$ cat config.mk
export PLATFORM = sky130hd
export DESIGN_NAME = bdc_top
export DESIGN_NICKNAME = d
export VERILOG_FILES = /design/src/design/bdc_pkg.sv /design/src/design/bdc_top.sv
export SDC_FILE = /design/constraint.sdc
export NUM_CORES = 1
export LEC_CHECK = 0
export BUFFER_PORTS_ARGS = -buffer_cell sky130_fd_sc_hd__buf_2
export CAP_MARGIN = 20
export CORE_MARGIN = 3
export CORE_UTILIZATION = 40
export CTS_CLUSTER_DIAMETER = 200
export DETAILED_ROUTE_END_ITERATION = 8
export HOLD_SLACK_MARGIN = 0.15
export MAX_ROUTING_LAYER = met4
export PLACE_DENSITY = 0.64
export SLEW_MARGIN = 20
export SYNTH_ARGS = -nofsm -noshare
export SYNTH_HDL_FRONTEND = slang
export SYNTH_SLANG_ARGS = --single-unit
$ cat constraint.sdc
create_clock -name core_clk -period 6.5 [get_ports core_clk]
set_input_delay 1.3 -clock core_clk [delete_from_list [all_inputs] [get_ports core_clk]]
set_output_delay 1.3 -clock core_clk [all_outputs]
set_load 0.005 [all_outputs]
$ cat src/design/bdc_pkg.sv
// Constants and types shared by the dual buck control block
package bdc_pkg;

    // Core clock period
    localparam int CLK_NS = 50;

    // Time per 10 mV ramp step for each slew code
    localparam int SLEW0_NS = 4000;
    localparam int SLEW1_NS = 2000;
    localparam int SLEW2_NS = 1000;
    localparam int SLEW3_NS = 500;

    // Same times in core clock cycles, rounded up
    localparam int SLEW0_CYC = (SLEW0_NS + CLK_NS - 1) / CLK_NS;
    localparam int SLEW1_CYC = (SLEW1_NS + CLK_NS - 1) / CLK_NS;
    localparam int SLEW2_CYC = (SLEW2_NS + CLK_NS - 1) / CLK_NS;
    localparam int SLEW3_CYC = (SLEW3_NS + CLK_NS - 1) / CLK_NS;

    // Register byte offsets
    localparam logic [11:0] OFS_CTRL     = 12'h000;
    localparam logic [11:0] OFS_MODE     = 12'h004;
    localparam logic [11:0] OFS_ROUTE    = 12'h008;
    localparam logic [11:0] OFS_TRIM     = 12'h00C;
    localparam logic [11:0] OFS_STAT     = 12'h010;
    localparam logic [11:0] OFS_TGT_BASE = 12'h0D0;
    localparam logic [11:0] OFS_CEIL_A   = 12'h0E0;
    localparam logic [11:0] OFS_CEIL_B   = 12'h0E4;
    localparam logic [11:0] OFS_CODE_A   = 12'h0E8;
    localparam logic [11:0] OFS_CODE_B   = 12'h0EC;
    localparam logic [11:0] LOCK_LO      = 12'h0D0;
    localparam logic [11:0] LOCK_HI      = 12'h14F;

    // Writable bits of each register
    localparam logic [31:0] CTRL_MASK  = 32'h0000_003F;
    localparam logic [31:0] MODE_MASK  = 32'h0003_FFFF;
    localparam logic [31:0] ROUTE_MASK = 32'h0000_0FFF;
    localparam logic [31:0] TRIM_MASK  = 32'h0000_000F;
    localparam logic [31:0] CODE_MASK  = 32'h0000_007F;

    // Reset values
    localparam logic [31:0] TGT_RST  = 32'h0000_0046;
    localparam logic [31:0] CEIL_RST = 32'h0000_007F;
    localparam logic [6:0]  CODE_RST = 7'h00;

    // Control register fields, one bit per channel
    localparam int C_EN     = 0;
    localparam int C_CHOICE = 2;
    localparam int C_PINSEL = 4;

    // Mode register fields, channel B follows channel A
    localparam int M_OPM   = 0;
    localparam int M_SHED  = 4;
    localparam int M_PHSEL = 6;
    localparam int M_PDOFF = 10;
    localparam int M_SLEW  = 12;
    localparam int M_GMASK = 16;

    // Route register fields, two bits each
    localparam int R_RAMP = 0;
    localparam int R_GOOD = 4;
    localparam int R_PIN  = 8;
    localparam int PM_LVL = 0;
    localparam int PM_OUT = 1;

    // Status register fields
    localparam int S_GOOD = 0;
    localparam int S_RAMP = 2;
    localparam int S_SEL  = 4;

    // Operating mode field
    typedef enum logic [1:0] {
        BDC_MODE_AUTO,
        BDC_MODE_PFM,
        BDC_MODE_PWM,
        BDC_MODE_PWM_ALT
    } bdc_mode_t;

endpackage

$ cat src/design/bdc_top.sv
// Dual buck digital control: targets, ramps, power good, pins, phases
//
// Function
// - 7-bit code, 10 mV steps, 0.3 to 1.57 V
// - Two targets per channel, pin or register choice
// - Rewriting active target starts a ramp
// - Toggling the choice bit starts a ramp
// - Step time 4, 2, 1, 0.5 us per code
// - Ramp flag routable to either pin, output mode
// - Ramp flag tracks digital ramp only
// - Power good with set and hysteresis clear
// - Power good held during ramp when masked
// - Power good readable in status register
// - Power good routable to either pin
// - Mode write overrides pin until good changes
// - Disabled channel pulls down its selected phases
// - No pull-down while device is off
// - Oscillator trim field driven to oscillator
// - Mode field picks PWM, PFM or auto
// - Phase shedding in PWM when enabled
// - Phase select caps active phases always
// - Auto mode follows load between PWM, PFM
// - Ramps run in PWM
// - Ramp flag high for whole transition
// - Ceiling register clamps the applied target
// - Lock blocks writes to 0xD0 through 0x14F
// - Enable defaults to first target under register choice
`timescale 1ns/1ps
module bdc_top
    import bdc_pkg::*;
(
    // Clock and reset
    input  wire logic        core_clk,
    input  wire logic        rstn,
    // Wishbone slave
    input  wire logic [11:0] wb_adr_i,
    input  wire logic [31:0] wb_dat_i,
    input  wire logic        wb_we_i,
    input  wire logic [3:0]  wb_sel_i,
    input  wire logic        wb_cyc_i,
    input  wire logic        wb_stb_i,
    output logic      [31:0] wb_dat_o,
    output logic             wb_ack_o,
    // Hardware controls
    input  wire logic        dev_on,
    input  wire logic        volt_lock,
    input  wire logic [1:0]  sel_pin,
    // Analogue monitor results, bit per channel
    input  wire logic [1:0]  pg_above,
    input  wire logic [1:0]  pg_below,
    input  wire logic [1:0]  load_heavy,
    input  wire logic [1:0]  load_light,
    // Converter controls
    output logic      [6:0]  chan_a_code,
    output logic      [6:0]  chan_b_code,
    output logic      [1:0]  pwm_on,
    output logic      [3:0]  chan_a_phases,
    output logic      [3:0]  chan_b_phases,
    output logic      [3:0]  chan_a_pulldown,
    output logic      [3:0]  chan_b_pulldown,
    output logic      [3:0]  oscillator_trim,
    // General-purpose output pins
    output logic             gp_pin_two_o,
    output logic             gp_pin_two_oe_n,
    output logic             gp_pin_three_o,
    output logic             gp_pin_three_oe_n
);

    // Byte-lane merge of a write into a stored word
    function automatic logic [31:0] merge(input logic [31:0] old_v,
                                          input logic [31:0] new_v,
                                          input logic [3:0]  be);
        logic [31:0] r;
        r = old_v;
        for (int b = 0; b < 4; b++)
        begin
            if (be[b])
                r[8*b +: 8] = new_v[8*b +: 8];
        end
        return r;
    endfunction

    // Interval reload for a slew code
    function automatic logic [6:0] slew_reload(input logic [1:0] f);
        logic [6:0] r;
        r = 7'(SLEW0_CYC - 1);
        unique case (f)
            2'b00: r = 7'(SLEW0_CYC - 1);
            2'b01: r = 7'(SLEW1_CYC - 1);
            2'b10: r = 7'(SLEW2_CYC - 1);
            2'b11: r = 7'(SLEW3_CYC - 1);
        endcase
        return r;
    endfunction

    // Phases allowed by a phase select field
    function automatic logic [3:0] phase_mask(input logic [1:0] f);
        logic [3:0] r;
        r = 4'h1;
        unique case (f)
            2'b00: r = 4'h1;
            2'b01: r = 4'h3;
            2'b10: r = 4'h7;
            2'b11: r = 4'hF;
        endcase
        return r;
    endfunction

    // Route field points at pin p (01 pin two, 10 pin three)
    function automatic logic routed(input logic [1:0] f, input int p);
        return f == 2'(p + 1);
    endfunction

    // Software registers
    logic [31:0] ctrl_q;          // Enables and choices
    logic [31:0] ctrl_d;          // Next control value
    logic [31:0] mode_q;          // Modes, phases, slew, masks
    logic [31:0] route_q;         // Pin routing and pin modes
    logic [31:0] route_w;         // Route value after a write
    logic [31:0] trim_q;          // Oscillator trim
    logic [31:0] tgt_q [4];       // Targets, index 2*chan+choice
    logic [31:0] ceil_q [2];      // Per-channel ceilings
    // Bus handshake
    logic        ack_q;           // One-cycle acknowledge
    logic [31:0] dat_q;           // Registered read data
    logic [31:0] rd_d;            // Read mux
    logic        req;             // New request this cycle
    logic        wr_ok;           // Write allowed this cycle
    // Channel state
    logic [6:0]  code_q [2];      // Applied voltage code
    logic [6:0]  tmr_q [2];       // Slew interval countdown
    logic        ramp_q [2];      // Ramp in progress
    logic        good_q [2];      // Power good
    logic        good_prev_q [2]; // Power good one cycle ago
    logic        pwm_q [2];       // PWM running
    logic [3:0]  ph_q [2];        // Active phases
    logic [3:0]  pd_q [2];        // Pull-downs on
    logic        eff_sel [2];     // Effective target choice
    // Pin state
    logic        lvl_q [2];       // Level held for each pin
    logic        pin_o_q [2];     // Driven pin level
    logic        pin_oe_n_q [2];  // Pin enable, low drives

    // Bus decode
    assign req = wb_cyc_i && wb_stb_i && !ack_q;
    // Locked range rejects writes silently, ack still given
    assign wr_ok = req && wb_we_i &&
                   !(volt_lock && wb_adr_i >= LOCK_LO && wb_adr_i <= LOCK_HI);
    assign route_w = merge(route_q, wb_dat_i, wb_sel_i) & ROUTE_MASK;

    // Acknowledge and read data, one cycle after the request
    always_ff @(posedge core_clk)
    begin
        if (!rstn)
        begin
            ack_q <= 1'b0;
            dat_q <= 32'h0000_0000;
        end
        else
        begin
            ack_q <= req;
            if (req && !wb_we_i)
                dat_q <= rd_d;
        end
    end

    // Read mux, unmapped reads return zero
    always_comb
    begin
        rd_d = 32'h0000_0000;
        case (wb_adr_i)
            OFS_CTRL:                 rd_d = ctrl_q;
            OFS_MODE:                 rd_d = mode_q;
            OFS_ROUTE:                rd_d = route_q;
            OFS_TRIM:                 rd_d = trim_q;
            OFS_TGT_BASE:             rd_d = tgt_q[0];
            OFS_TGT_BASE + 12'h004:   rd_d = tgt_q[1];
            OFS_TGT_BASE + 12'h008:   rd_d = tgt_q[2];
            OFS_TGT_BASE + 12'h00C:   rd_d = tgt_q[3];
            OFS_CEIL_A:               rd_d = ceil_q[0];
            OFS_CEIL_B:               rd_d = ceil_q[1];
            OFS_CODE_A:               rd_d = {25'h0, code_q[0]};
            OFS_CODE_B:               rd_d = {25'h0, code_q[1]};
            OFS_STAT:
            begin
                rd_d[S_GOOD]   = good_q[0];
                rd_d[S_GOOD+1] = good_q[1];
                rd_d[S_RAMP]   = ramp_q[0];
                rd_d[S_RAMP+1] = ramp_q[1];
                rd_d[S_SEL]    = eff_sel[0];
                rd_d[S_SEL+1]  = eff_sel[1];
            end
            default:                  rd_d = 32'h0000_0000;
        endcase
    end

    // Control write; enabling a channel under register choice falls back to its first target
    always_comb
    begin
        ctrl_d = ctrl_q;
        if (wr_ok && wb_adr_i == OFS_CTRL)
        begin
            ctrl_d = merge(ctrl_q, wb_dat_i, wb_sel_i) & CTRL_MASK;
            for (int c = 0; c < 2; c++)
            begin
                if (!ctrl_q[C_EN+c] && ctrl_d[C_EN+c] && !ctrl_d[C_PINSEL+c])
                    ctrl_d[C_CHOICE+c] = 1'b0;
            end
        end
    end

    // Control, mode, route and trim registers
    always_ff @(posedge core_clk)
    begin
        if (!rstn)
        begin
            ctrl_q  <= 32'h0000_0000;
            mode_q  <= 32'h0000_0000;
            route_q <= 32'h0000_0000;
            trim_q  <= 32'h0000_0000;
        end
        else
        begin
            ctrl_q <= ctrl_d;
            if (wr_ok && wb_adr_i == OFS_MODE)
                mode_q <= merge(mode_q, wb_dat_i, wb_sel_i) & MODE_MASK;
            if (wr_ok && wb_adr_i == OFS_ROUTE)
                route_q <= route_w;
            if (wr_ok && wb_adr_i == OFS_TRIM)
                trim_q <= merge(trim_q, wb_dat_i, wb_sel_i) & TRIM_MASK;
        end
    end

    // Target registers, two per channel
    for (genvar k = 0; k < 4; k++)
    begin : gen_tgt
        always_ff @(posedge core_clk)
        begin
            if (!rstn)
                tgt_q[k] <= TGT_RST;
            else if (wr_ok && wb_adr_i == OFS_TGT_BASE + 12'(4 * k))
                tgt_q[k] <= merge(tgt_q[k], wb_dat_i, wb_sel_i) & CODE_MASK;
        end
    end

    // Per-channel ramp, power good, mode and phase logic
    for (genvar i = 0; i < 2; i++)
    begin : gen_ch
        logic [6:0] goal;   // Clamped active target
        logic [6:0] raw;    // Selected target before clamp
        logic       en;     // Channel enabled
        logic       ramping;
        logic       pwm_d;
        logic [3:0] full;   // Phases allowed by the cap

        assign en      = ctrl_q[C_EN+i];
        assign eff_sel[i] = ctrl_q[C_PINSEL+i] ? sel_pin[i] : ctrl_q[C_CHOICE+i];
        assign raw     = tgt_q[2*i + int'(eff_sel[i])][6:0];
        // On an enabled channel, any change of the goal, by rewrite or by choice, opens a ramp; a disabled one jumps
        assign goal    = (raw > ceil_q[i][6:0]) ? ceil_q[i][6:0] : raw;
        assign ramping = en && (code_q[i] != goal);
        assign full    = phase_mask(mode_q[M_PHSEL+2*i +: 2]);

        // Ceiling register, locked like the targets
        always_ff @(posedge core_clk)
        begin
            if (!rstn)
                ceil_q[i] <= CEIL_RST;
            else if (wr_ok && wb_adr_i == (i == 0 ? OFS_CEIL_A : OFS_CEIL_B))
                ceil_q[i] <= merge(ceil_q[i], wb_dat_i, wb_sel_i) & CODE_MASK;
        end

        // Slew timer; idle reload makes the first step a full interval
        always_ff @(posedge core_clk)
        begin
            if (!rstn)
                tmr_q[i] <= 7'h00;
            else if (!ramping || tmr_q[i] == 7'h00)
                tmr_q[i] <= slew_reload(mode_q[M_SLEW+2*i +: 2]);
            else
                tmr_q[i] <= tmr_q[i] - 7'h01;
        end

        // Applied code walks one step from where it is toward the goal
        always_ff @(posedge core_clk)
        begin
            if (!rstn)
                code_q[i] <= CODE_RST;
            else if (!en)
                code_q[i] <= goal;
            else if (ramping && tmr_q[i] == 7'h00)
            begin
                // Goal is read live, so a new target redirects mid-ramp
                if (code_q[i] < goal)
                    code_q[i] <= code_q[i] + 7'h01;
                else
                    code_q[i] <= code_q[i] - 7'h01;
            end
        end

        // Ramp flag from the digital walk only, never the analogue output
        always_ff @(posedge core_clk)
        begin
            if (!rstn)
                ramp_q[i] <= 1'b0;
            else
                ramp_q[i] <= ramping;
        end

        // Power good with hysteresis; optional hold during ramps
        always_ff @(posedge core_clk)
        begin
            if (!rstn)
            begin
                good_q[i]      <= 1'b0;
                good_prev_q[i] <= 1'b0;
            end
            else
            begin
                good_prev_q[i] <= good_q[i];
                if (!en)
                    good_q[i] <= 1'b0;
                else if (mode_q[M_GMASK+i] && ramp_q[i])
                    good_q[i] <= good_q[i];
                else if (pg_above[i])
                    good_q[i] <= 1'b1;
                else if (pg_below[i])
                    good_q[i] <= 1'b0;
            end
        end

        // Operating mode; ramps force PWM
        always_comb
        begin
            pwm_d = 1'b1;
            unique case (bdc_mode_t'(mode_q[M_OPM+2*i +: 2]))
                BDC_MODE_AUTO:    pwm_d = !load_light[i];
                BDC_MODE_PFM:     pwm_d = 1'b0;
                BDC_MODE_PWM:     pwm_d = 1'b1;
                BDC_MODE_PWM_ALT: pwm_d = 1'b1;
            endcase
            if (ramping)
                pwm_d = 1'b1;
        end

        // Mode, phases and pull-downs, registered to the outputs
        always_ff @(posedge core_clk)
        begin
            if (!rstn)
            begin
                pwm_q[i] <= 1'b0;
                ph_q[i]  <= 4'h0;
                pd_q[i]  <= 4'h0;
            end
            else
            begin
                pwm_q[i] <= en && pwm_d;
                // Shedding only narrows inside the cap
                if (!en)
                    ph_q[i] <= 4'h0;
                else if (mode_q[M_SHED+i] && pwm_d && !ramping && !load_heavy[i])
                    ph_q[i] <= 4'h1 & full;
                else
                    ph_q[i] <= full;
                if (dev_on && !en && !mode_q[M_PDOFF+i])
                    pd_q[i] <= full;
                else
                    pd_q[i] <= 4'h0;
            end
        end
    end

    // General-purpose pin drivers
    for (genvar p = 0; p < 2; p++)
    begin : gen_pin
        logic has_ramp;  // Some ramp flag routed here
        logic ramp_lvl;  // Routed ramp flags combined
        logic gchg;      // Routed power good changed
        logic gval;      // New power good value

        always_comb
        begin
            has_ramp = 1'b0;
            ramp_lvl = 1'b0;
            gchg     = 1'b0;
            gval     = 1'b0;
            for (int c = 0; c < 2; c++)
            begin
                if (routed(route_q[R_RAMP+2*c +: 2], p))
                begin
                    has_ramp = 1'b1;
                    ramp_lvl = ramp_lvl | ramp_q[c];
                end
                if (routed(route_q[R_GOOD+2*c +: 2], p) && good_q[c] != good_prev_q[c])
                begin
                    gchg = 1'b1;
                    gval = good_q[c];
                end
            end
        end

        // Held level: a mode write sets it, a good change wins over it
        always_ff @(posedge core_clk)
        begin
            if (!rstn)
                lvl_q[p] <= 1'b0;
            else if (gchg)
                lvl_q[p] <= gval;
            else if (wr_ok && wb_adr_i == OFS_ROUTE)
                lvl_q[p] <= route_w[R_PIN+2*p+PM_LVL];
        end

        // Pin drives only when software made it an output
        always_ff @(posedge core_clk)
        begin
            if (!rstn)
            begin
                pin_o_q[p]    <= 1'b0;
                pin_oe_n_q[p] <= 1'b1;
            end
            else
            begin
                pin_o_q[p]    <= has_ramp ? ramp_lvl : lvl_q[p];
                pin_oe_n_q[p] <= !route_q[R_PIN+2*p+PM_OUT];
            end
        end
    end

    // Outputs, all from flip-flops
    assign wb_ack_o          = ack_q;
    assign wb_dat_o          = dat_q;
    assign chan_a_code       = code_q[0];
    assign chan_b_code       = code_q[1];
    assign pwm_on            = {pwm_q[1], pwm_q[0]};
    assign chan_a_phases     = ph_q[0];
    assign chan_b_phases     = ph_q[1];
    assign chan_a_pulldown   = pd_q[0];
    assign chan_b_pulldown   = pd_q[1];
    assign oscillator_trim   = trim_q[3:0];
    assign gp_pin_two_o      = pin_o_q[0];
    assign gp_pin_two_oe_n   = pin_oe_n_q[0];
    assign gp_pin_three_o    = pin_o_q[1];
    assign gp_pin_three_oe_n = pin_oe_n_q[1];

endmodule // bdc_top

* Yosys cells after proc, flatten, opt, wreduce, memory -nomap -nowiden *
Memories as Yosys holds them, arrays and structs flattened.
Index checks and enable logic that the tools add are counted.

word-level totals
  bits in writable memories = 100
  output and inout port bits = 73
  word-level logic and storage cells = 449
  memories = 13
  flip-flop bits (word level) = 73
  bits of input ports = 65

memory list
  name             depth  width  read ports  clocked after memory_dff  wr ports  line            RTL
  tgt_q            4      7      6           0                         4         bdc_top.sv:121  logic [31:0] tgt_q [4];
  ceil_q           2      7      2           0                         2         bdc_top.sv:122  logic [31:0] ceil_q [2];
  code_q           2      7      2           0                         2         bdc_top.sv:130  logic [6:0] code_q [2];
  tmr_q            2      7      2           0                         2         bdc_top.sv:131  logic [6:0] tmr_q [2];
  pd_q             2      4      2           0                         2         bdc_top.sv:137  logic [3:0] pd_q [2];
  ph_q             2      4      2           0                         2         bdc_top.sv:136  logic [3:0] ph_q [2];
  7 more memories  -      -      -           -                         -         -

operators by class
  eq/ne operators = 44
  reductions and logical operators = 81
  bitwise logic cells = 50
  multiplexer cells = 236
  magnitude comparators = 6
  add/sub/neg operators = 7

operators with widths
  operator             number
  $mux 7               40
  $pmux 26 s10         1
  $mux 1               175
  $eq 12x8->1 const B  8
  $pmux 6 s13          1
  $pmux 7 s4           2
  $or 1x1->1           50
  $logic_and 1x1->1    43
  $mux 4               10
  $eq 2x2->1 const B   16
  $pmux 4 s4           2
  $sub 7x1->7 const B  4
  $eq 12x4->1 const B  2
  $eq 2x1->1 const B   10
  $logic_not 1->1      17
  $reduce_and 2->1     8
  $add 7x1->7 const B  2
  $gt 7x7->1           2
  $logic_not 7->1      2
  $lt 7x7->1           2
  $ne 7x7->1           2
  $eq 12x3->1 const B  1
  $eq 12x5->1 const B  1
  $ge 12x8->1 const B  1
  11 further kinds     22

* Logic depth before layout (Yosys ltp) *
An unclocked memory read counts as a cell.

  depth after elaboration = 17
  mapped depth = 16
  gate-level depth less buffers = 15

* Worst setup path before layout *
Ideal clock, no wire load.

  path kind = in2reg
  start point = input sel_pin[0]
  end point = memory code_q[0][2], data pin
  setup time = 268 ps
  cell stages on the path = 15
  required time = 6232 ps
  path slack = 1311 ps
  arrival = 4921 ps
  path buffers = 0
  cells stage by stage = mux2i_1 -> mux2_2 -> ha_1 -> nand4_1 -> a21oi_1 -> nor2_1 -> nor2_1 -> mux2i_1 -> ha_1 -> a211oi_1 -> nor2_1 -> nor3_2 -> mux2i_1 -> xor2_1 -> o22ai_1

RTL lines
  item         line            RTL
  from (decl)  bdc_top.sv:47   input wire logic [1:0] sel_pin,
  to (decl)    bdc_top.sv:130

==> results.json <==
{
  "worst_setup_path_start_kind": "input pin",
  "clock.fmax_mhz": 194,
  "cts_hold_buf": 0,
  "vias": 7817,
  "design.die.area_sq_um": 24900,
  "place_area_sq_um": 10000,
  "gp_congestion": 0.986,
  "rows": 54,
  "grt_max_degree": 46,
  "cts.clk_slew.worst_paths_ps": 60,
  "ys.flop_type": "edfxtp_1",
  "place_ws_ps": 918,
  "cts_resized": 0,
  "post_cts_buffers": 0,
  "grt_pass1_wl_mm": 41.1,
  "hold_violations": 0,
  "maxCapViolCount": 0,
  "io_buffer_count": 108,
  "power_frac_seq_pct": 49.9,
  "r2r-start": "ctrl_q[4]",
  "crit_fanout": 8,
  "min_path_type": "register to register",
  "worstMarginPinSlew_ps": 1030,
  "syn-cell-area_sq_um": 9240,
  "async_flop_share_pct": 0,
  "place_hpwl_mm": 20.4,
  "grt_pass1_vias": 7258,
  "area_growth_pct": 14.4,
  "p_sw_share_pct": 25.9,
  "die_w_um": 158,
  "cp.required_ps": 6670,
  "slew_violations": 0,
  "drt_wl_total_mm": 27.3,
  "skew_ps": 15.0,
  "coreArea_sq_um": 22200,
  "clkSinkCount": 159,
  "power_density_nw_per_um2": 209,
  "outcome": "finished, final reports clean",
  "r2r_slack_ps": 1860,
  "mostFrequentLayoutCells": "buf_2, edfxtp_1, nand2_1, nor2_1, dfxtp_1",
  "grt_use_total_pct": 22.5,
  "tns_ps": 0,
  "combPwrFrac_pct": 8.6,
  "cts_max_level": 4,
  "critPathKind": "input pin to register",
  "whs_path_depth": 1,
  "p_clk_share_pct": 41.5,
  "numCtsBuffers": 17,
  "final_layout_size_suffix_gt1_share_pct": 16.8,
  "synth_edf_count": 88,
  "io_pins": 138,
  "end_kind": "register",
  "postLayoutSetupSlackWorst_ps": 1350,
  "yosys_warnings": 0,
  "r2r_cells": 17,
  "p_switching_mw": 0.574,
  "finalCritPeriodShare_pct": 79.2,
  "start_util_pct": 41.6,
  "overflow": 0,
  "wl_per_cell_um": 19.8,
  "design_area_sq_um": 10600,
  "cts_buffer_depth": 2,
  "clock-root-buffer": "clkbuf_16",
  "syn-instance-count": 964,
  "layout.cells.non_filler": 1374,
  "avgSynthCellArea_sq_um": 9.58,
  "cpMaxStageDelayCell": "nor3_2",
  "cp.arrival_ps": 5310,
  "intPower_mw": 1.64,
  "final_common_cell": "buf_2",
  "drt-initial-drc-count": 814,
  "drc_errors": 0,
  "leakagePower_nw": 4.17,
  "min_period_ps": 5150,
  "ant_nets": 0,
  "postLayoutCoreUtil_pct": 47.5,
  "via_per_inst": 5.69,
  "cts_tree": "done",
  "rsz0062_at_grt": "no",
  "min_from": "route_q[11]",
  "clk_latency_ps": 440,
  "final-setup-viol-count": 0,
  "ir_worst_vdd_mv": 0.151,
  "placed_cells": 1340,
  "drtPass1Iterations": 7,
  "finalNetCount": 1188,
  "min_to": "pin_oe_n_q[1]",
  "antenna_found_initial": 0,
  "r2r-end": "code_q[0][2]",
  "fp.dieH_um": 158,
  "ys_seq_area_share_pct": 44.0,
  "crit_chain": "buf_2 -> mux2i_1 -> buf_4 -> mux2_2 -> ha_1 -> nand4_1 -> a21oi_1 -> nor2_1 -> nor2_1 -> buf_4 -> mux2i_1 -> ha_1 -> a21oi_1 -> a21oi_1 -> nor3_2 -> mux2i_1 -> xor2_1 -> o22ai_1",
  "slew_headroom_pct": 30.6,
  "critPathMaxStageDelay_ps": 470,
  "synth_seq_cells": 159,
  "ys_types": 73
}
-- critical path, delay by kind of cell --
family,cells,cell delay (ps)
xor+xnor,1,180
buf+inv,3,520
simple gates,4,1000
compound gates,4,450
fa+ha+maj,2,680
mux,4,1150
-- kinds of logic (layout without fill, tap and decap cells) --
family	Yosys count	after routing	synth area share, %
AO/OA/AOI/OAI	188	188	13.3
multiplexers	68	68	7.57
AND/OR/NAND/NOR	380	380	21.9
adder cells (fa/ha/maj)	44	44	5.96
other	2	46	0.0813
XOR/XNOR	25	25	2.37
flip-flops	159	159	44.0
buffers and inverters	98	184	4.85
-- cells in the mapped netlist (26+ instances only) --
cell type   n  area [sq um]
a21oi_1    37           185
and2_1     29           181
clkbuf_1   26          97.6
dfxtp_1    71          1420
edfxtp_1   88          2640
ha_1       44           551
inv_1      37           139
mux2i_1    53           531
nand2_1    85           319
nand2b_1   31           194
nand3_1    51           255
nor2_1     80           300
o21ai_0    49           245
-- flip-flops by register name, indices dropped and copies added, names as in the netlist, 4 cells and up --
name      count
tgt_q        28
mode_q       18
wb_dat_o     18
ceil_q       14
code_q       14
tmr_q        14
route_q      12
pd_q          8
ph_q          8
ctrl_q        6
trim_q        4
-- cell type report --
class	count	area, sq um
Timing Repair Buffer	115	593
Multi-Input combinational cell	749	4890
Tap cell	280	350
Clock inverter	13	91.3
Fill cell	2133	11700
Inverter	37	139
Sequential cell	159	4060
Clock buffer	19	433
Antenna cell	2	5.00
-- routing by layer --
metal / vias to the layer above / track usage (%) / routed length [um]
li1: 3702 / - / -
met1: 3729 / 31.9 / 12300
met2: 339 / 32.7 / 12000
met3: 47 / 4.24 / 2350
met4: 0 / 6.92 / 562
met5: - / - / 0
-- how the worst max path moves through the flow --
stage | startpoint | end | slack (ps) | cells after the start
6_report | sel_pin[0] | code_q[0][2] | 1350 | 18
5_1_grt | sel_pin[0] | code_q[0][2] | 1030 | 18
4_1_cts | sel_pin[0] | code_q[0][2] | 1370 | 18
3_5_place_dp | sel_pin[0] | code_q[0][2] | 920 | 18
3_3_place_gp | sel_pin[1] | tmr_q[1][6] | 990 | 16
2_1_floorplan | sel_pin[0] | code_q[0][2] | 1310 | 15
-- power by group through the flow --
stage	Clock, mW	Sequential, mW	Combinational, mW
floorplan	0	1.12	0.130
global placement	0	1.13	0.184
detailed placement	0	1.13	0.186
CTS	0.924	1.10	0.187
global route	0.959	1.11	0.210
finish	0.918	1.11	0.190
-- per-stage QoR --
| stage | hold slack [ps] | power, mW |
|---|---|---|
| final | 400 | 2.21 |
| after global placement | 386 | 1.31 |
| after global routing | 421 | 2.28 |
| after detailed placement | 383 | 1.31 |
| after floorplan | 372 | 1.25 |
| after CTS | 399 | 2.22 |
No activity file was read; power rests on OpenSTA's default activity.
